### src/design/ais_pkg.sv
package ais_pkg;
    // axis words: 3 for channels 4..6, 2 for channels 7 and 8
    localparam int AXIS_COUNT = 5;
    localparam int GRP_A_AXES = 3;
    localparam int GRP_A_INPUTS = 16;
    localparam int GRP_B_INPUTS = 8;
    localparam int DIN_COUNT = 24;
    localparam int AXIS_IDX_W = 3;
    localparam int BITNUM_W = 6;
    localparam int IRQ_W = 10;

    // status word layout
    localparam int BIT_INDEX = 16;
    localparam int BIT_MEAS_ERR = 17;
    localparam int BIT_IDX_LATCH = 18;
    localparam int BIT_STB_LATCH = 19;
    localparam logic [15:0] CONN_MASK_A = 16'hFFFF;
    localparam logic [15:0] CONN_MASK_B = 16'h00FF;
    localparam int STB_POS_A_BASE = 13;
    localparam int STB_POS_B_BASE = 6;

    // register byte offsets
    localparam int ADDR_W = 8;
    localparam logic [7:0] OFS_STAT0 = 8'h00;
    localparam logic [7:0] OFS_STAT_END = 8'h14;
    localparam logic [7:0] OFS_QUERY = 8'h20;
    localparam logic [7:0] OFS_INV = 8'h24;
    localparam logic [7:0] OFS_IDXPOL = 8'h28;
    localparam logic [7:0] OFS_IRQ_STAT = 8'h2C;
    localparam logic [7:0] OFS_IRQ_MASK = 8'h30;

    // query register fields
    localparam int QRY_AXIS_LSB = 0;
    localparam int QRY_BIT_LSB = 8;
    localparam int QRY_RES_POS = 16;

    // values after reset
    localparam logic [23:0] INV_RST = 24'h00_0000;
    localparam logic [4:0] IDXPOL_RST = 5'h00;
    localparam logic [9:0] IRQ_MASK_RST = 10'h000;
    localparam logic [2:0] QRY_AXIS_RST = 3'h0;
    localparam logic [5:0] QRY_BIT_RST = 6'h01;

    localparam logic [1:0] RESP_OKAY = 2'h0;
    localparam logic [1:0] RESP_SLVERR = 2'h2;
endpackage

### src/design/ais_chan.sv
`timescale 1ns/1ps
`default_nettype none
module ais_chan #(
    parameter logic [15:0] CONN_MASK = 16'hFFFF,
    parameter int STB_POS = 13
) (
    input wire logic clk_i,
    input wire logic rst_n_i,
    input wire logic [15:0] din_i,
    input wire logic [15:0] inv_i,
    input wire logic index_i,
    input wire logic idx_pol_i,
    input wire logic meas_err_i,
    input wire logic clr_i,
    output logic [31:0] word_o,
    output logic idx_edge_o,
    output logic stb_edge_o
);
    logic [15:0] lvl_ff;
    logic idx_ff;
    logic err_ff;
    logic idx_lat_ff;
    logic stb_lat_ff;
    logic idx_edge_ff;
    logic stb_edge_ff;

    // inversion before the word; unconnected bits forced to zero
    wire [15:0] nxt_lvl = (din_i ^ inv_i) & CONN_MASK;
    wire nxt_idx = index_i ^ idx_pol_i;
    // a polarity change may itself look like an index edge
    wire idx_rise = nxt_idx & ~idx_ff;
    wire stb_rise = nxt_lvl[STB_POS] & ~lvl_ff[STB_POS];

    always_ff @(posedge clk_i) begin
        if (!rst_n_i) begin
            lvl_ff <= 16'h0000;
            idx_ff <= 1'b0;
            err_ff <= 1'b0;
            idx_lat_ff <= 1'b0;
            stb_lat_ff <= 1'b0;
            idx_edge_ff <= 1'b0;
            stb_edge_ff <= 1'b0;
        end else begin
            lvl_ff <= nxt_lvl;
            idx_ff <= nxt_idx;
            err_ff <= meas_err_i;
            // new edge wins over a read-clear in the same cycle
            idx_lat_ff <= idx_rise | (idx_lat_ff & ~clr_i);
            stb_lat_ff <= stb_rise | (stb_lat_ff & ~clr_i);
            idx_edge_ff <= idx_rise;
            stb_edge_ff <= stb_rise;
        end
    end

    assign word_o = {12'h000, stb_lat_ff, idx_lat_ff, err_ff, idx_ff, lvl_ff};
    assign idx_edge_o = idx_edge_ff;
    assign stb_edge_o = stb_edge_ff;
endmodule
`default_nettype wire

### src/design/ais_top.sv
// Contract
// - active input reads 1, inactive 0
// - axes 4..6: bits 0..15 are sixteen inputs
// - bits 13..15 strobe axes 4, 5, 6
// - axes 7,8: bits 0..7 inputs, 8..15 unconnected
// - bits 6, 7 strobe axes 7, 8
// - bit 16 is live index level
// - bit 17 is measurement acquisition error
// - bit 18 latches an index edge
// - bit 19 latches a strobe edge
// - bits 20..31 always read zero
// - single-bit query, bit number counts from 1
// - per-input inversion and index polarity configurable
//
// Chosen here: the register offsets and the AXI4-Lite interface to the registers.
`timescale 1ns/1ps
`default_nettype none
module ais_top (
    input wire logic CLOCK_I,
    input wire logic NRST_I,
    input wire logic [15:0] DIN_A_I,
    input wire logic [7:0] DIN_B_I,
    input wire logic [4:0] INDEX_I,
    input wire logic [4:0] MEAS_ERR_I,
    input wire logic [7:0] S_AXI_AWADDR_I,
    input wire logic S_AXI_AWVALID_I,
    output logic S_AXI_AWREADY_O,
    input wire logic [31:0] S_AXI_WDATA_I,
    input wire logic [3:0] S_AXI_WSTRB_I,
    input wire logic S_AXI_WVALID_I,
    output logic S_AXI_WREADY_O,
    output logic [1:0] S_AXI_BRESP_O,
    output logic S_AXI_BVALID_O,
    input wire logic S_AXI_BREADY_I,
    input wire logic [7:0] S_AXI_ARADDR_I,
    input wire logic S_AXI_ARVALID_I,
    output logic S_AXI_ARREADY_O,
    output logic [31:0] S_AXI_RDATA_O,
    output logic [1:0] S_AXI_RRESP_O,
    output logic S_AXI_RVALID_O,
    input wire logic S_AXI_RREADY_I,
    output logic IRQ_O
);
    // write channel state
    logic aw_hold_ff;
    logic w_hold_ff;
    logic [7:0] awaddr_ff;
    logic [31:0] wdata_ff;
    logic [3:0] wstrb_ff;
    logic awready_ff;
    logic wready_ff;
    logic bvalid_ff;
    logic [1:0] bresp_ff;
    // read channel state
    logic arready_ff;
    logic rvalid_ff;
    logic [31:0] rdata_ff;
    logic [1:0] rresp_ff;
    // configuration and status
    logic [23:0] inv_ff;
    logic [4:0] idxpol_ff;
    logic [9:0] irq_stat_ff;
    logic [9:0] irq_mask_ff;
    logic [2:0] qry_axis_ff;
    logic [5:0] qry_bit_ff;
    logic irq_ff;

    logic [31:0] word [ais_pkg::AXIS_COUNT];
    logic [4:0] idx_edge;
    logic [4:0] stb_edge;
    logic [4:0] rd_clr;

    function automatic logic [31:0] merge(input logic [31:0] old_v, input logic [31:0] new_v,
                                          input logic [3:0] strb);
        logic [31:0] res;
        res = old_v;
        for (int i = 0; i < 4; i++) begin
            if (strb[i]) begin
                res[i*8 +: 8] = new_v[i*8 +: 8];
            end
        end
        return res;
    endfunction

    genvar g;
    generate
        for (g = 0; g < ais_pkg::AXIS_COUNT; g++) begin : g_axis
            localparam bit IS_A = (g < ais_pkg::GRP_A_AXES);
            localparam int STB = IS_A ? ais_pkg::STB_POS_A_BASE + g
                                      : ais_pkg::STB_POS_B_BASE + g - ais_pkg::GRP_A_AXES;
            wire [15:0] din = IS_A ? DIN_A_I : {8'h00, DIN_B_I};
            wire [15:0] inv = IS_A ? inv_ff[15:0] : {8'h00, inv_ff[23:16]};
            ais_chan #(
                .CONN_MASK(IS_A ? ais_pkg::CONN_MASK_A : ais_pkg::CONN_MASK_B),
                .STB_POS(STB)
            ) u_chan (
                .clk_i(CLOCK_I),
                .rst_n_i(NRST_I),
                .din_i(din),
                .inv_i(inv),
                .index_i(INDEX_I[g]),
                .idx_pol_i(idxpol_ff[g]),
                .meas_err_i(MEAS_ERR_I[g]),
                .clr_i(rd_clr[g]),
                .word_o(word[g]),
                .idx_edge_o(idx_edge[g]),
                .stb_edge_o(stb_edge[g])
            );
        end
    endgenerate

    // single-bit query; out-of-range axis or bit number yields 0
    wire qry_axis_ok = (qry_axis_ff < 3'(ais_pkg::AXIS_COUNT));
    wire qry_bit_ok = (qry_bit_ff >= 6'h01) && (qry_bit_ff <= 6'h20);
    wire [4:0] qry_pos = 5'(qry_bit_ff - 6'h01);
    wire [31:0] qry_word = qry_axis_ok ? word[qry_axis_ff] : 32'h0000_0000;
    wire qry_res = qry_bit_ok & qry_word[qry_pos];
    wire [31:0] qry_rd = {15'h0000, qry_res, 2'h0, qry_bit_ff, 5'h00, qry_axis_ff};

    // write side: address and data may come in either order
    wire aw_take = S_AXI_AWVALID_I & awready_ff;
    wire w_take = S_AXI_WVALID_I & wready_ff;
    wire do_wr = aw_hold_ff & w_hold_ff & ~bvalid_ff;
    wire nxt_aw_hold = ~do_wr & (aw_hold_ff | aw_take);
    wire nxt_w_hold = ~do_wr & (w_hold_ff | w_take);
    wire nxt_bvalid = do_wr | (bvalid_ff & ~S_AXI_BREADY_I);

    wire wr_query = do_wr & (awaddr_ff == ais_pkg::OFS_QUERY);
    wire wr_inv = do_wr & (awaddr_ff == ais_pkg::OFS_INV);
    wire wr_pol = do_wr & (awaddr_ff == ais_pkg::OFS_IDXPOL);
    wire wr_istat = do_wr & (awaddr_ff == ais_pkg::OFS_IRQ_STAT);
    wire wr_imask = do_wr & (awaddr_ff == ais_pkg::OFS_IRQ_MASK);
    // status words are read-only: a write there gets an error answer
    wire wr_ok = wr_query | wr_inv | wr_pol | wr_istat | wr_imask;

    // readback views for the read mux and the byte-lane merge; rb_qry feeds only the merge, rb_istat only the mux
    wire [31:0] rb_qry = {18'h0_0000, qry_bit_ff, 5'h00, qry_axis_ff};
    wire [31:0] rb_inv = {8'h00, inv_ff};
    wire [31:0] rb_pol = {27'h000_0000, idxpol_ff};
    wire [31:0] rb_istat = {22'h00_0000, irq_stat_ff};
    wire [31:0] rb_mask = {22'h00_0000, irq_mask_ff};
    wire [31:0] m_query = merge(rb_qry, wdata_ff, wstrb_ff);
    wire [31:0] m_inv = merge(rb_inv, wdata_ff, wstrb_ff);
    wire [31:0] m_pol = merge(rb_pol, wdata_ff, wstrb_ff);
    wire [31:0] m_mask = merge(rb_mask, wdata_ff, wstrb_ff);
    wire [2:0] m_qry_axis = m_query[ais_pkg::QRY_AXIS_LSB +: 3];
    wire [5:0] m_qry_bit = m_query[ais_pkg::QRY_BIT_LSB +: 6];
    wire [31:0] w1c = merge(32'h0000_0000, wdata_ff, wstrb_ff);
    wire [9:0] istat_clr = wr_istat ? w1c[9:0] : 10'h000;
    // events win over a write-one-clear in the same cycle
    wire [9:0] istat_set = {stb_edge, idx_edge};
    wire [9:0] nxt_istat = istat_set | (irq_stat_ff & ~istat_clr);

    // read side: one cycle from address handshake to data
    wire ar_take = S_AXI_ARVALID_I & arready_ff;
    wire nxt_rvalid = ar_take | (rvalid_ff & ~S_AXI_RREADY_I);
    wire [7:0] ra = S_AXI_ARADDR_I;
    wire rd_stat = (ra < ais_pkg::OFS_STAT_END) && (ra[1:0] == 2'h0);
    wire [2:0] rd_axis = ra[4:2];
    wire sel_qry = (ra == ais_pkg::OFS_QUERY);
    wire sel_inv = (ra == ais_pkg::OFS_INV);
    wire sel_pol = (ra == ais_pkg::OFS_IDXPOL);
    wire sel_istat = (ra == ais_pkg::OFS_IRQ_STAT);
    wire sel_mask = (ra == ais_pkg::OFS_IRQ_MASK);
    wire rd_known = rd_stat | sel_qry | sel_inv | sel_pol | sel_istat | sel_mask;
    wire [31:0] rd_mux = rd_stat ? word[rd_axis] :
                         sel_qry ? qry_rd :
                         sel_inv ? rb_inv :
                         sel_pol ? rb_pol :
                         sel_istat ? rb_istat :
                         sel_mask ? rb_mask :
                         32'h0000_0000;

    // reading a status word acknowledges its latched edges
    generate
        for (g = 0; g < ais_pkg::AXIS_COUNT; g++) begin : g_clr
            assign rd_clr[g] = ar_take & rd_stat & (rd_axis == 3'(g));
        end
    endgenerate

    // handshake state: each ready falls once its half is held
    always_ff @(posedge CLOCK_I) begin
        if (!NRST_I) begin
            aw_hold_ff <= 1'b0;
            w_hold_ff <= 1'b0;
            awready_ff <= 1'b1;
            wready_ff <= 1'b1;
            bvalid_ff <= 1'b0;
        end else begin
            aw_hold_ff <= nxt_aw_hold;
            w_hold_ff <= nxt_w_hold;
            awready_ff <= ~nxt_aw_hold;
            wready_ff <= ~nxt_w_hold;
            bvalid_ff <= nxt_bvalid;
        end
    end

    // address held until the write executes
    always_ff @(posedge CLOCK_I) begin
        if (!NRST_I) begin
            awaddr_ff <= 8'h00;
        end else if (aw_take) begin
            awaddr_ff <= S_AXI_AWADDR_I;
        end
    end

    // data may arrive before the address; it waits here with its strobes
    always_ff @(posedge CLOCK_I) begin
        if (!NRST_I) begin
            wdata_ff <= 32'h0000_0000;
            wstrb_ff <= 4'h0;
        end else if (w_take) begin
            wdata_ff <= S_AXI_WDATA_I;
            wstrb_ff <= S_AXI_WSTRB_I;
        end
    end

    always_ff @(posedge CLOCK_I) begin
        if (!NRST_I) begin
            bresp_ff <= ais_pkg::RESP_OKAY;
        end else if (do_wr) begin
            bresp_ff <= wr_ok ? ais_pkg::RESP_OKAY : ais_pkg::RESP_SLVERR;
        end
    end

    // arready stays low while a read answer is pending
    always_ff @(posedge CLOCK_I) begin
        if (!NRST_I) begin
            arready_ff <= 1'b1;
            rvalid_ff <= 1'b0;
        end else begin
            rvalid_ff <= nxt_rvalid;
            arready_ff <= ~nxt_rvalid;
        end
    end

    // data and response are frozen at the address handshake
    always_ff @(posedge CLOCK_I) begin
        if (!NRST_I) begin
            rdata_ff <= 32'h0000_0000;
            rresp_ff <= ais_pkg::RESP_OKAY;
        end else if (ar_take) begin
            rdata_ff <= rd_mux;
            rresp_ff <= rd_known ? ais_pkg::RESP_OKAY : ais_pkg::RESP_SLVERR;
        end
    end

    // inversion and polarity changes can themselves make an edge
    always_ff @(posedge CLOCK_I) begin
        if (!NRST_I) begin
            inv_ff <= ais_pkg::INV_RST;
        end else if (wr_inv) begin
            inv_ff <= m_inv[23:0];
        end
    end

    always_ff @(posedge CLOCK_I) begin
        if (!NRST_I) begin
            idxpol_ff <= ais_pkg::IDXPOL_RST;
        end else if (wr_pol) begin
            idxpol_ff <= m_pol[4:0];
        end
    end

    always_ff @(posedge CLOCK_I) begin
        if (!NRST_I) begin
            irq_mask_ff <= ais_pkg::IRQ_MASK_RST;
        end else if (wr_imask) begin
            irq_mask_ff <= m_mask[9:0];
        end
    end

    // query fields are kept as written, even out of range; the lookup masks them
    always_ff @(posedge CLOCK_I) begin
        if (!NRST_I) begin
            qry_axis_ff <= ais_pkg::QRY_AXIS_RST;
            qry_bit_ff <= ais_pkg::QRY_BIT_RST;
        end else if (wr_query) begin
            qry_axis_ff <= m_qry_axis;
            qry_bit_ff <= m_qry_bit;
        end
    end

    // irq follows the next sticky value, so it rises with the status bit
    always_ff @(posedge CLOCK_I) begin
        if (!NRST_I) begin
            irq_stat_ff <= 10'h000;
            irq_ff <= 1'b0;
        end else begin
            irq_stat_ff <= nxt_istat;
            irq_ff <= |(nxt_istat & irq_mask_ff);
        end
    end

    assign S_AXI_AWREADY_O = awready_ff;
    assign S_AXI_WREADY_O = wready_ff;
    assign S_AXI_BVALID_O = bvalid_ff;
    assign S_AXI_BRESP_O = bresp_ff;
    assign S_AXI_ARREADY_O = arready_ff;
    assign S_AXI_RVALID_O = rvalid_ff;
    assign S_AXI_RDATA_O = rdata_ff;
    assign S_AXI_RRESP_O = rresp_ff;
    assign IRQ_O = irq_ff;
endmodule
`default_nettype wire

### config.mk
export PLATFORM = sky130hd
export DESIGN_NAME = ais_top
export DESIGN_NICKNAME = d
export VERILOG_FILES = /design/src/design/ais_pkg.sv /design/src/design/ais_chan.sv /design/src/design/ais_top.sv
export SDC_FILE = /design/constraint.sdc
export NUM_CORES = 1
export LEC_CHECK = 0
export ABC_AREA = 1
export BUFFER_PORTS_ARGS = -buffer_cell sky130_fd_sc_hd__buf_2
export CAP_MARGIN = 10
export CORE_AREA = 2 2 192 147
export CTS_CLUSTER_DIAMETER = 100
export DETAILED_ROUTE_END_ITERATION = 6
export DIE_AREA = 0 0 194 149
export HOLD_SLACK_MARGIN = 0.06
export SYNTH_ARGS = -nofsm -noshare
export SYNTH_HDL_FRONTEND = slang
export SYNTH_SLANG_ARGS = --single-unit
### constraint.sdc
create_clock -name CLOCK_I -period 2.5 [get_ports CLOCK_I]
set_input_delay 0.5 -clock CLOCK_I [delete_from_list [all_inputs] [get_ports CLOCK_I]]
set_output_delay 0.5 -clock CLOCK_I [all_outputs]
set_load 0.01 [all_outputs]
## After elaboration in Yosys (flattened, before gate mapping)

Cells that the tools add are included.

| word-level totals | value |
|---|---|
| input port bits | 93 |
| register bits | 199 |
| output and inout port bits | 42 |
| word-level logic and storage cells | 210 |

| operators by class | value |
|---|---|
| reduce and logical (&&, ||, !) cells | 13 |
| eq/ne operators | 14 |
| multiplexer cells | 20 |
| order comparisons | 7 |
| $add $sub $neg | 1 |
| bitwise logic cells | 99 |

Operators by type and width:

| cell | count |
|---|---|
| $bmux 32 s3 | 2 |
| $mux 32 | 6 |
| $eq 8x6->1 const B | 10 |
| $mux 24 | 2 |
| $and 1x1->1 | 41 |
| $mux 10 | 4 |
| $or 1x1->1 | 23 |
| $not 1->1 | 22 |
| $and 10x10->10 | 2 |
| $reduce_and 2->1 | 8 |
| $xor 16x16->16 | 1 |
| $not 10->10 | 1 |
| $or 10x10->10 | 1 |
| $reduce_or 10->1 | 1 |
| $ge 4x4->1 const B | 2 |
| $lt 8x5->1 const B | 1 |
| $mux 8 | 1 |
| $not 3->4 | 2 |
| $xor 8x8->8 | 1 |
| $eq 3x2->1 const B | 2 |
| $ge 6x1->1 const B | 1 |
| $le 6x6->1 const B | 1 |
| $lt 5x6->1 const B | 1 |
| $mux 2 | 3 |
| other kinds (10) | 15 |

## Depth between registers and ports, before layout

Gate-level depths: netlist (run 1).

| depth | value |
|---|---|
| word-level depth | 10 |
| depth in mapped cells | 18 |
| gate-level depth less buffers | 16 |

## Hierarchy

A second synthesis (run 1) with hierarchy kept.

| second synthesis, totals | value |
|---|---|
| cell total of the unflattened synthesis | 1998 |
| area, all modules | 12921.1 sq um |

Modules (own cells, without submodules):

| module | seq. area each (sq um) | instances | cells each | area each (sq um) |
|---|---|---|---|---|
| ais_top | 2702.6 | 1 | 1424 | 8634.5 |
| ais_chan at g_axis[0].u_chan ... | 440.4 | 2 | 128 | 963.4 |
| ais_chan at g_axis[3].u_chan ... | 280.3 | 2 | 95 | 714.4 |
| ais_chan at g_axis[2].u_chan | 440.4 | 1 | 128 | 930.9 |

## Least setup slack after synthesis (run 1)

OpenSTA, ideal clock, no wires.

| timing path | value |
|---|---|
| kind | flip-flop to flip-flop |
| from | register qry_bit_ff[0] |
| to | register rdata_ff[16], in the netlist S_AXI_RDATA_O[16] |
| setup time | 127 ps |
| arrival | 1946 ps |
| data required time | 2373 ps |
| cell stages (with the launch flop) | 17 |
| path buffers | 3 |
| clock period less this slack | 2073 ps |
| setup slack | 427 ps |
| path through | dfxtp_1 > buf_2 > inv_2 > buf_2 > ha_1 > clkbuf_1 > inv_1 > nand3_1 > nand2_1 > nand2_1 > nand2_1 > a21oi_1 > nand2_1 > nand3_1 > nand2_1 > nand2_1 > a21oi_1 |

| on the way | value |
|---|---|
| longest elaborated chain between the ends | 6 |
| elaborated cells between the ends (all ways) | 9 |
| those cells by class | add/sub (1); order compare (2); mux (4); bitwise (1); reduce/logical (1) |

Ends and longest elaborated chain:

| item | RTL line | RTL |
|---|---|---|
| start: declaration | ais_top.sv:65 | `logic [5:0] qry_bit_ff;` |
| start signal: assignment | ais_top.sv:277 | `qry_bit_ff <= ais_pkg::QRY_BIT_RST;` |
| start signal: assignment | ais_top.sv:280 | `qry_bit_ff <= m_qry_bit;` |
| $sub 5x1->5 | ais_top.sv:115 | `wire [4:0] qry_pos = 5'(qry_bit_ff - 6'h01);` |
| $bmux 1 s5 | ais_top.sv:117 | `wire qry_res = qry_bit_ok & qry_word[qry_pos];` |
| $mux 1 (not written as such) | ais_top.sv:117 |  |
| $and 1x1->1 * | ais_top.sv:117 |  |
| $mux 24 * | ais_top.sv:167 | `sel_qry ? qry_rd :` |
| $mux 32 * | ais_top.sv:166 | `wire [31:0] rd_mux = rd_stat ? word[rd_axis] :` |
| end signal: assignment | ais_top.sv:243 | `rdata_ff <= rd_mux;` |
| end: declaration | ais_top.sv:57 | `logic [31:0] rdata_ff;` |

Every way passes the cells marked *; elsewhere a longest branch is shown, timed or not. The select of a mux whose other input is x is not followed.
A chain may end at the register's enable or synchronous reset.

## Worst setup path in the final report (run 1)

| timing path | value |
|---|---|
| from | register qry_bit_ff[1] |
| to | register rdata_ff[16], in the netlist S_AXI_RDATA_O[16] |

Same word-level chain as after synthesis.

==> key figures, run 1 <==
Timing
  – Slew at the pin closest to its max-slew limit: 0.594 ns
  – Final Setup Violations: 0
  – Tcrit/Tclk final: 78.5%
  – Final Hold Vio Count: 0
  – Clock period minus final worst setup slack: 1.96 ns
  – Unrepaired setup endpoints after global routing: false
  – FMAX: 509 MHz
  – Hold slack final: 0.251 ns
  – Clock skew: 0.0127 ns
  – Setup TNS: 0 ns
  – Slew headroom: 60.3%
  – Slew Limit Fails: 0

Place
  – Placer congestion estimate: 0.939
  – Post-DP HPWL: 18.8 mm
  – IO Port Bufs: 115
  – Placed instance area: 8940 um^2

Clocking
  – Clk sink count: 181
  – H-tree Lvls: 4
  – Clock Latency Late Sink: 0.44 ns
  – CTS Buffer Depth: 2
  – CTS tree: yes
  – Reg clk slew, reported paths: 0.07 ns
  – Post-cts gate resize count: 0
  – Num CTS Buffers: 17
  – Cts hold-fix bufs: 0
  – Clock Root Buffer: clkbuf_16
  – Post-CTS Setup Inserts: 0

Synth
  – Number of flops mapped to enable cells by yosys: 0
  – Synth Area per Inst: 7.26 um^2
  – Ys Warns: 0
  – Share of synthesized flip-flops with an asynchronous set or reset: 0%
  – Ys flop type: dfxtp_1
  – Yosys cell types: 50
  – Seq/Total Area, Yosys: 45.5%
  – Synth Cell Area: 7970 um^2
  – Yosys reg bits: 181
  – Cells after Synth: 1,098

Worst setup path
  – CP required: 2.88 ns
  – Kind of critical path: reg2reg
  – CP Capture Type: register
  – Launching point of the worst reg2reg path: qry_bit_ff[1]
  – Setup crit start kind: register
  – Worst EP arrival: 2.34 ns
  – Worst reg2reg setup slack: 0.54 ns
  – Worst-path maximum fanout: 8
  – Worst r2r path cells: 14
  – Reg-to-reg endpoint: S_AXI_RDATA_O[16]

Detailed routing
  – Via density per instance: 4.75
  – Iteration-0 DRC count of the detailed router: 699
  – Vias: 7,486
  – Routed Antenna Nets: 0
  – DRC: 0
  – Final WL: 25.1 mm
  – DR pass1 iterations: 5
  – Avg WL per Cell: 15.9 um

Die
  – # IOs: 135
  – Core Rows: 53
  – Die ar.: 28,900 um^2
  – Die Y: 149 um
  – Core outline area: 27,300 um^2
  – DIE WIDTH: 194 um
  – Starting density of the core: 29.2%

Layout
  – Share of layout cells above drive strength 1: 16.1%
  – Fin util: 34.9%
  – Fin area: 9540 um^2
  – Ant diodes: 0
  – Area Growth Syn to Fin: 19.7%
  – Nets: 1,303

GRT
  – Global-route wire length before repair: 39.4 mm
  – Vias in the first global route: 7,063
  – Grt ovf: 0
  – All-Layer GR Usage: 17.6%
  – Initial antenna violation count: 0
  – Pin count of the biggest net entering global routing: 95

Run status
  – Status: finished clean

Power
  – Peak VDD IR: 0.000435 V
  – Power density cells: 673 nW/um^2
  – Leak Pwr: 4.09 nW

Hold path
  – Min-delay src: MEAS_ERR_I[0]
  – Hold Path Depth: 3
  – Worst hold path class: in2reg
  – Min-Delay Endpoint: g_axis[0].u_chan.err_ff

Run
  – Number of max-cap violations: 0
## Yosys cell counts, types with 6 or more instances
cell      instances  area [um^2]
nor2_1          135          507
nand3b_1          6         45.0
buf_4            11         82.6
a21oi_1         101          505
o21ai_1           9         45.0
inv_1           129          484
nand3_1          62          310
a211oi_1         14          105
clkbuf_1         32          120
inv_2            10         37.5
xnor2_1          21          184
buf_2             7         35.0
o21ai_0          95          475
nand2_1         206          773
dfxtp_1         181         3620
o211ai_1          8         60.1
## worst max-delay path, stage by stage, from the launching register on
cell     delay [ns]
dfxtp_1        0.33
inv_1          0.11
ha_1           0.48
inv_1          0.22
nand3_1        0.13
nand3_1        0.08
nand2_1        0.07
nand2_1        0.05
nand2_1        0.06
nand2_1        0.05
nand2_1        0.05
nand3_1        0.07
nand2_1        0.06
nand2_1        0.05
a21oi_1        0.11
## metrics by stage
stage | setup WS [ns] | std cells | total power, mW
after floorplan | 0.427 | 1107 | 3.51
after global placement | 0.250 | 1545 | 3.76
after detailed placement | 0.251 | 1545 | 3.76
after CTS | 0.541 | 1577 | 6.49
after global routing | 0.283 | 1577 | 6.69
final | 0.537 | 1577 | 6.42
## sequential cells by signal (all words and copies together) (netlist names), 3 cells and up
| signal | cells |
|---|---|
| S_AXI_RDATA_O | 24 |
| g_axis.u_chan.lvl_ff | 24 |
| inv_ff | 24 |
| wdata_ff | 24 |
| irq_mask_ff | 10 |
| irq_stat_ff | 10 |
| awaddr_ff | 8 |
| qry_bit_ff | 6 |
| g_axis.u_chan.err_ff | 5 |
| g_axis.u_chan.idx_edge_o | 5 |
| g_axis.u_chan.idx_ff | 5 |
| g_axis.u_chan.idx_lat_ff | 5 |
| g_axis.u_chan.stb_edge_o | 5 |
| g_axis.u_chan.stb_lat_ff | 5 |
| idxpol_ff | 5 |
| qry_axis_ff | 3 |
| wstrb_ff | 3 |
## routing by layer
metal  vias to the layer above  global-route usage, %  routed length, um
li1                       3776                      -                  -
met1                      3457                   25.6              12500
met2                       231                   26.3              10500
met3                        22                   4.25               1870
met4                         0                   3.71                238
met5                         -                      0                  0
## logic make-up (layout without fill, tap and decap cells)
| family | count (synthesis) | in the layout | synth area share (%) |
|---|---|---|---|
| adders and majority gates | 3 | 3 | 0.471 |
| buffers and inverters | 195 | 308 | 9.91 |
| AOI/OAI and AO/OA | 260 | 260 | 18.5 |
| xor gates and xnor gates | 22 | 22 | 2.42 |
| DFF | 181 | 181 | 45.5 |
| and+or+nand+nor | 436 | 436 | 23.2 |
| other | 1 | 10 | 0.0471 |
## worst max path at each step
stage / from / endpoint / cells after the start
3_3_place_gp: S_AXI_ARADDR_I[1] / g_axis[1].u_chan.stb_lat_ff / 9
4_1_cts: qry_bit_ff[1] / S_AXI_RDATA_O[16] / 14
3_5_place_dp: S_AXI_ARADDR_I[1] / g_axis[1].u_chan.idx_lat_ff / 9
5_1_grt: w_hold_ff / IRQ_O / 14
6_report: qry_bit_ff[1] / S_AXI_RDATA_O[16] / 14
2_1_floorplan: qry_bit_ff[0] / S_AXI_RDATA_O[16] / 16
## power by group
group / internal, mW / switching (mW)
Clock: 1.43 / 1.30
Sequential: 3.02 / 0.0920
Combinational: 0.211 / 0.376
Total: 4.66 / 1.76
## cell type report
cell class | count | area (um^2)
clock buffers | 18 | 429
clock inverters | 14 | 166
fillers | 2995 | 17800
inverters | 140 | 526
multi-input cells | 731 | 3590
flip-flops and latches | 181 | 3620
well taps | 357 | 447
repair buffers | 136 | 758
## cells in the final DEF (no fill, tap or decap), drive strengths merged, types with 5 or more instances in the layout
master,count
a21oi,101
conb,10
clkbuf,18
a211oi,14
clkinv,6
dfxtp,181
nand3b,6
o211ai,8
nor2,142
nand3,62
inv,145
a22oi,5
o21ai,107
a221oi,5
nand2,208
nor3,5
buf,136
xnor2,21
Power figures use the tool's default switching activity.
==> run 2, diff against run 1 <==
==> constraint.sdc (replaced) <==
create_clock -name CLOCK_I -period 1.6 [get_ports CLOCK_I]
set_input_delay 0.32 -clock CLOCK_I [delete_from_list [all_inputs] [get_ports CLOCK_I]]
set_output_delay 0.32 -clock CLOCK_I [all_outputs]
set_load 0.01 [all_outputs]
==> run 2 against run 1 <==
Compared with the run above: the run now ends with setup timing left; cell area is 11% higher; worst hold slack worse by 0.18 ns; setup slack worse by 0.66 ns; clock-buffer cell count is 3 higher; utilization is 4.0 points higher; critical endpoint is now IRQ_O.
==> key figures, run 2 (synthesis results as in run 1) <==
Run
  – Number of max-cap violations: 0

GRT
  – Met2 GRT Util: 26.9%
  – Pin count of the biggest net entering global routing: 49
  – M1 GR Usage: 27.3%
  – Global-route wire length before repair: 41.3 mm
  – Vias in the first global route: 7,407
  – All-Layer GR Usage: 18.5%
  – Initial antenna violation count: 0
  – Grt ovf: 0
  – Busiest grt layer: met1
  – GR Layer Usage met3: 4.73%

Power
  – Power density cells: 992 nW/um^2
  – Peak VDD IR: 0.000712 V
  – Leak Pwr: 4.62 nW

Clocking
  – Num CTS Buffers: 17
  – Reg clk slew, reported paths: 0.07 ns
  – Clk sink count: 181
  – CTS tree: yes
  – Clock Root Buffer: clkbuf_16
  – H-tree Lvls: 4
  – CTS Buffer Depth: 2
  – Clock Latency Late Sink: 0.44 ns

Worst setup path
  – Worst r2r path cells: 14
  – CP Capture Type: register
  – Setup crit start kind: register
  – Kind of critical path: reg2reg
  – Reg-to-reg endpoint: IRQ_O
  – Worst EP arrival: 2.07 ns
  – CP required: 1.94 ns
  – Worst-path maximum fanout: 6
  – Worst reg2reg setup slack: -0.12 ns
  – Launching point of the worst reg2reg path: w_hold_ff

Detailed routing
  – DRC: 0
  – Avg WL per Cell: 16.1 um
  – DR pass1 iterations: 6
  – Iteration-0 DRC count of the detailed router: 822
  – Routed Antenna Nets: 0
  – Via density per instance: 4.72
  – Final WL: 26.9 mm
  – Vias: 7,875

Timing
  – Setup WS post-layout: -0.124 ns
  – Final Setup Violations: 9
  – Setup TNS: -0.264 ns
  – Slew Limit Fails: 0
  – Clock skew: 0.00780 ns
  – Clock period minus final worst setup slack: 1.72 ns
  – Final Hold Vio Count: 0
  – Tcrit/Tclk final: 108%
  – Unrepaired setup endpoints after global routing: true
  – FMAX: 580 MHz

Place
  – Post-DP HPWL: 20.6 mm
  – Placer congestion estimate: 0.902
  – IO Port Bufs: 115

Run status
  – Violated checks: setup timing
  – Status: finished, violations left

Layout
  – Fillers: 2,923
  – Share of layout cells above drive strength 1: 26.0%
  – Ant diodes: 0
  – Commonest non-fill, non-tap cell in the layout: nand2_1
  – Fin util: 38.9%
  – Most frequent cells in the layout: 200 x nand2_1, 178 x dfxtp_1, 121 x inv_1, 121 x nor2_1, 115 x buf_2
  – Area Growth Syn to Fin: 33.3%
  – Nets: 1,393

Hold path
  – Hold Path Depth: 3
  – Min-delay src: MEAS_ERR_I[4]
  – Min-Delay Endpoint: g_axis[4].u_chan.err_ff
  – Worst hold path class: in2reg

Die
  – Die Y: 149 um
  – Core Rows: 53
  – Die ar.: 28,900 um^2
  – # IOs: 135
  – Starting density of the core: 29.2%
  – Core outline area: 27,300 um^2
  – DIE WIDTH: 194 um
==> run 2: changes by cell type in the layout (fill, tap and decap cells not counted), sizes merged <==
cell | before | now
bufinv | 1 | 3
clkinv | 6 | 4
buf | 136 | 222
clkbuf | 18 | 21
inv | 145 | 143
dlygate4sd3 | 0 | 3
==> run 2: worst max-delay path by stage <==
stage	startpoint	to	slack (ns)	depth (start not counted)
final	w_hold_ff	IRQ_O	-0.12	14
after global routing	w_hold_ff	IRQ_O	-0.20	14
after CTS	awaddr_ff[4]	IRQ_O	-0.08	13
after detailed placement	S_AXI_ARADDR_I[6]	S_AXI_RDATA_O[8]	-0.26	13
after global placement	S_AXI_ARADDR_I[6]	g_axis[2].u_chan.stb_lat_ff	-0.27	11
after floorplan	qry_bit_ff[0]	S_AXI_RDATA_O[16]	-0.11	16
==> run 2: routing by layer <==
metal | vias to the layer above | part of all wire (%)
met2 | 260 | 42
met4 | 0 | 0.93
met5 | - | 0
li1 | 3960 | -
met3 | 18 | 7.5
met1 | 3637 | 50
==> run 2: where the power goes <==
| part | leakage, nW | internal, mW | switching (mW) |
|---|---|---|---|
| logic | 2.82 | 0.441 | 0.652 |
| clock network | 0.314 | 2.66 | 1.92 |
| registers | 1.49 | 4.72 | 0.137 |
| total | 4.62 | 7.82 | 2.71 |
==> run 2: metrics by stage <==
step	cells	setup WS [ns]	total power, mW	hold slack (ns)	area, um^2
detailed placement	1628	-0.256	6.00	0.447	9680
CTS	1664	-0.0801	10.6	0.0601	10400
global placement	1628	-0.273	6.00	0.448	9680
global route	1667	-0.199	11.0	0.0692	10600
floorplan	1107	-0.111	5.49	0.418	8060
finish	1667	-0.124	10.5	0.0697	10600
==> run 2: critical path, cell delays in order (launching register included) <==
cell and delay [ns]:
dfxtp_2 0.32, inv_1 0.03, nor2_1 0.10, nand2_2 0.09, nor2_4 0.15, nand2_4 0.11, buf_6 0.13, o21ai_2 0.12
nand2_1 0.07, nand2_1 0.09, nand2_1 0.07, nor2_2 0.13, nand3_1 0.09, nand2_1 0.08, inv_1 0.04
==> run 2: cell type report <==
| cell class | instances | area, um^2 | area share, % |
|---|---|---|---|
| clock buffers | 21 | 480 | 4.52 |
| clock inverters | 11 | 160 | 1.51 |
| inverters | 140 | 546 | 5.14 |
| multi-input cells | 731 | 3810 | 35.9 |
| flip-flops and latches | 181 | 3630 | 34.2 |
| well taps | 357 | 447 | 4.21 |
| repair buffers | 225 | 1540 | 14.5 |
| repair inverters | 1 | 7.51 | 0.0707 |
==> run 2: timing repair <==
| action | 4_1_cts | 5_1_grt |
|---|---|---|
| pin swaps | 2 | 18 |
| resized for setup | 15 | 64 |
| buffers inserted | 1 | 1 |
| setup endpoints to repair | 5 | 39 |
| hold endpoints to repair | 3 | 0 |
| gates cloned | 0 | 2 |
| hold buffers | 3 | 0 |
==> run 3, diff against run 2 <==
--- a/config.mk
+++ b/config.mk
@@ -8,10 +8,10 @@
 export ABC_AREA = 1
 export BUFFER_PORTS_ARGS = -buffer_cell sky130_fd_sc_hd__buf_2
 export CAP_MARGIN = 10
-export CORE_AREA = 2 2 192 147
+export CORE_AREA = 2 2 166 168
 export CTS_CLUSTER_DIAMETER = 100
 export DETAILED_ROUTE_END_ITERATION = 6
-export DIE_AREA = 0 0 194 149
+export DIE_AREA = 0 0 168 170
 export HOLD_SLACK_MARGIN = 0.06
 export SYNTH_ARGS = -nofsm -noshare
 export SYNTH_HDL_FRONTEND = slang
==> run 3 against run 2 <==
Compared with the run above: the run still ends with setup timing left; sequential power about the same; combinational power about the same; via count decreased by 1.1%; cell count decreased by 1.4%; die area decreased by 1.2%; cell area decreased by 1.7%; sequential cell count unchanged; worst hold slack got worse by 0.0014 ns; utilization increased by 0.28 points; setup slack improved by 0.0098 ns; critical path type unchanged; non-clock buffer count decreased by 7; first-iteration DRC count decreased by 22%.
==> key figures, run 3 (synthesis results as in run 1) <==
Worst setup path
  – Launching point of the worst reg2reg path: awaddr_ff[5]
  – CP cell instances: nand4_1, nor2_4, nand2_4, buf_8, o21ai_2, nand2_1, nand2_1, nand2_1, nor2_2, nand3_2, nand2_2, inv_1
  – Worst-path maximum fanout: 7
  – Worst r2r path cells: 12
  – Reg-to-reg endpoint: IRQ_O
  – Most used cell, CP: nand2_1
  – Setup crit start kind: register
  – CP peak stage delay: 0.36 ns
  – CP max stage cell: dfxtp_1
  – CP Capture Type: register
  – Worst reg2reg setup slack: -0.11 ns
  – Worst EP arrival: 2.04 ns
  – Kind of critical path: reg2reg
  – CP required: 1.93 ns

Layout
  – Commonest non-fill, non-tap cell in the layout: nand2_1
  – Share of layout cells above drive strength 1: 25.9%
  – Most frequent cells in the layout: 200 x nand2_1, 177 x dfxtp_1, 120 x nor2_1
  – Ant diodes: 0
  – Nets: 1,386
  – Area Growth Syn to Fin: 31.0%
  – Fin util: 39.2%

Clocking
  – Clock Latency Late Sink: 0.44 ns
  – Clk sink count: 181
  – Clock Root Buffer: clkbuf_16
  – Num CTS Buffers: 17
  – CTS Buffer Depth: 2
  – Reg clk slew, reported paths: 0.08 ns
  – H-tree Lvls: 4
  – CTS tree: yes

GRT
  – Vias in the first global route: 7,315
  – Pin count of the biggest net entering global routing: 53
  – Grt ovf: 0
  – Global-route wire length before repair: 40.4 mm
  – All-Layer GR Usage: 18.1%
  – Initial antenna violation count: 0

Die
  – DIE WIDTH: 168 um
  – Die ar.: 28,600 um^2
  – Starting density of the core: 29.9%
  – Core outline area: 26,700 um^2
  – Core Rows: 60
  – # IOs: 135
  – Die Y: 170 um

Detailed routing
  – DRC: 0
  – Avg WL per Cell: 15.8 um
  – DR pass1 iterations: 5
  – Via density per instance: 4.74
  – Routed Antenna Nets: 0
  – Final WL: 26.0 mm
  – Vias: 7,787
  – Iteration-0 DRC count of the detailed router: 639

Timing
  – Slew Limit Fails: 0
  – Final Setup Violations: 10
  – Slew at the pin closest to its max-slew limit: 0.518 ns
  – Clock skew: 0.0128 ns
  – FMAX: 583 MHz
  – Setup WS post-layout: -0.114 ns
  – Slew headroom: 65.5%
  – Clock period minus final worst setup slack: 1.71 ns
  – Tcrit/Tclk final: 107%
  – Unrepaired setup endpoints after global routing: true
  – Final Hold Vio Count: 0

Hold path
  – Hold Path Depth: 3
  – Worst hold path class: in2reg
  – Min-delay src: MEAS_ERR_I[0]
  – Min-Delay Endpoint: g_axis[0].u_chan.err_ff

Run
  – Number of max-cap violations: 0

Place
  – Placer congestion estimate: 0.881
  – IO Port Bufs: 115
  – Post-DP HPWL: 19.8 mm

Power
  – Total Power: 10.1 mW
  – Peak VDD IR: 0.000568 V
  – Power density cells: 971 nW/um^2
  – Leak Pwr: 4.56 nW

Run status
  – Violated checks: setup timing
  – Status: finished, violations left
[run 3: changes by cell type in the layout (fill, tap and decap cells not counted), sizes merged]
| cell | delta |
|---|---|
| buf | -5 |
| clkbuf | -4 |
| inv | +3 |
| bufinv | -2 |
| clkinvlp | +2 |
| dlygate4sd3 | -2 |
| clkinv | +1 |
[run 3: worst max-delay path by stage]
stage	from	endpoint	slack, ns	cells after the start
after CTS	qry_bit_ff[1]	S_AXI_RDATA_O[16]	-0.07	16
after floorplan	qry_bit_ff[0]	S_AXI_RDATA_O[16]	-0.11	16
after detailed placement	S_AXI_ARADDR_I[4]	S_AXI_RDATA_O[21]	-0.24	10
after global routing	awaddr_ff[4]	IRQ_O	-0.23	13
after global placement	S_AXI_ARADDR_I[2]	S_AXI_RDATA_O[16]	-0.24	9
final	awaddr_ff[5]	IRQ_O	-0.11	12
[run 3: metrics by stage]
stage / setup TNS [ns] / area, um^2 / hold WS [ns] / worst slack, ns / cells
after detailed placement: -5.86 / 9550 / 0.450 / -0.240 / 1604
final: -0.524 / 10400 / 0.0683 / -0.114 / 1644
after CTS: -0.130 / 10200 / 0.0606 / -0.0669 / 1640
after global routing: -1.74 / 10400 / 0.0733 / -0.230 / 1644
after global placement: -5.19 / 9550 / 0.444 / -0.238 / 1604
after floorplan: -0.111 / 8060 / 0.418 / -0.111 / 1107
[run 3: power by group]
part / switching (mW) / internal [mW]
registers: 0.136 / 4.72
logic: 0.643 / 0.427
clock network: 1.99 / 2.22
[run 3: cell type report]
class,count,area (um^2)
fill,2773,16200
multi-input combinational,731,3830
sequential,181,3630
timing repair buffer,218,1420
inverter,140,544
tap,341,427
clock buffer,17,425
clock inverter,15,161
timing repair inverter,1,7.51
[run 3: routing by layer]
layer,up-vias,share of wire [%],global-route usage (%)
li1,3946,-,-
met5,-,0,0
met2,211,46,29.8
met3,23,5.5,3.07
met1,3607,47,25.0
met4,0,1.2,4.08
[run 3: timing repair]
item,4_1_cts,5_1_grt
pin swaps,0,12
endpoints found under the setup margin,13,38
buffers inserted,3,3
endpoints found under the hold margin,1,0
gates resized for setup,16,67
gates cloned,0,1
hold buffers,1,0
[run 3: worst max-delay path, delay by kind of cell, from the launching register on]
kind	cells	cell delay, ns
buf+inv	2	0.19
compound gates	1	0.12
simple gates	9	0.91
flops	1	0.36
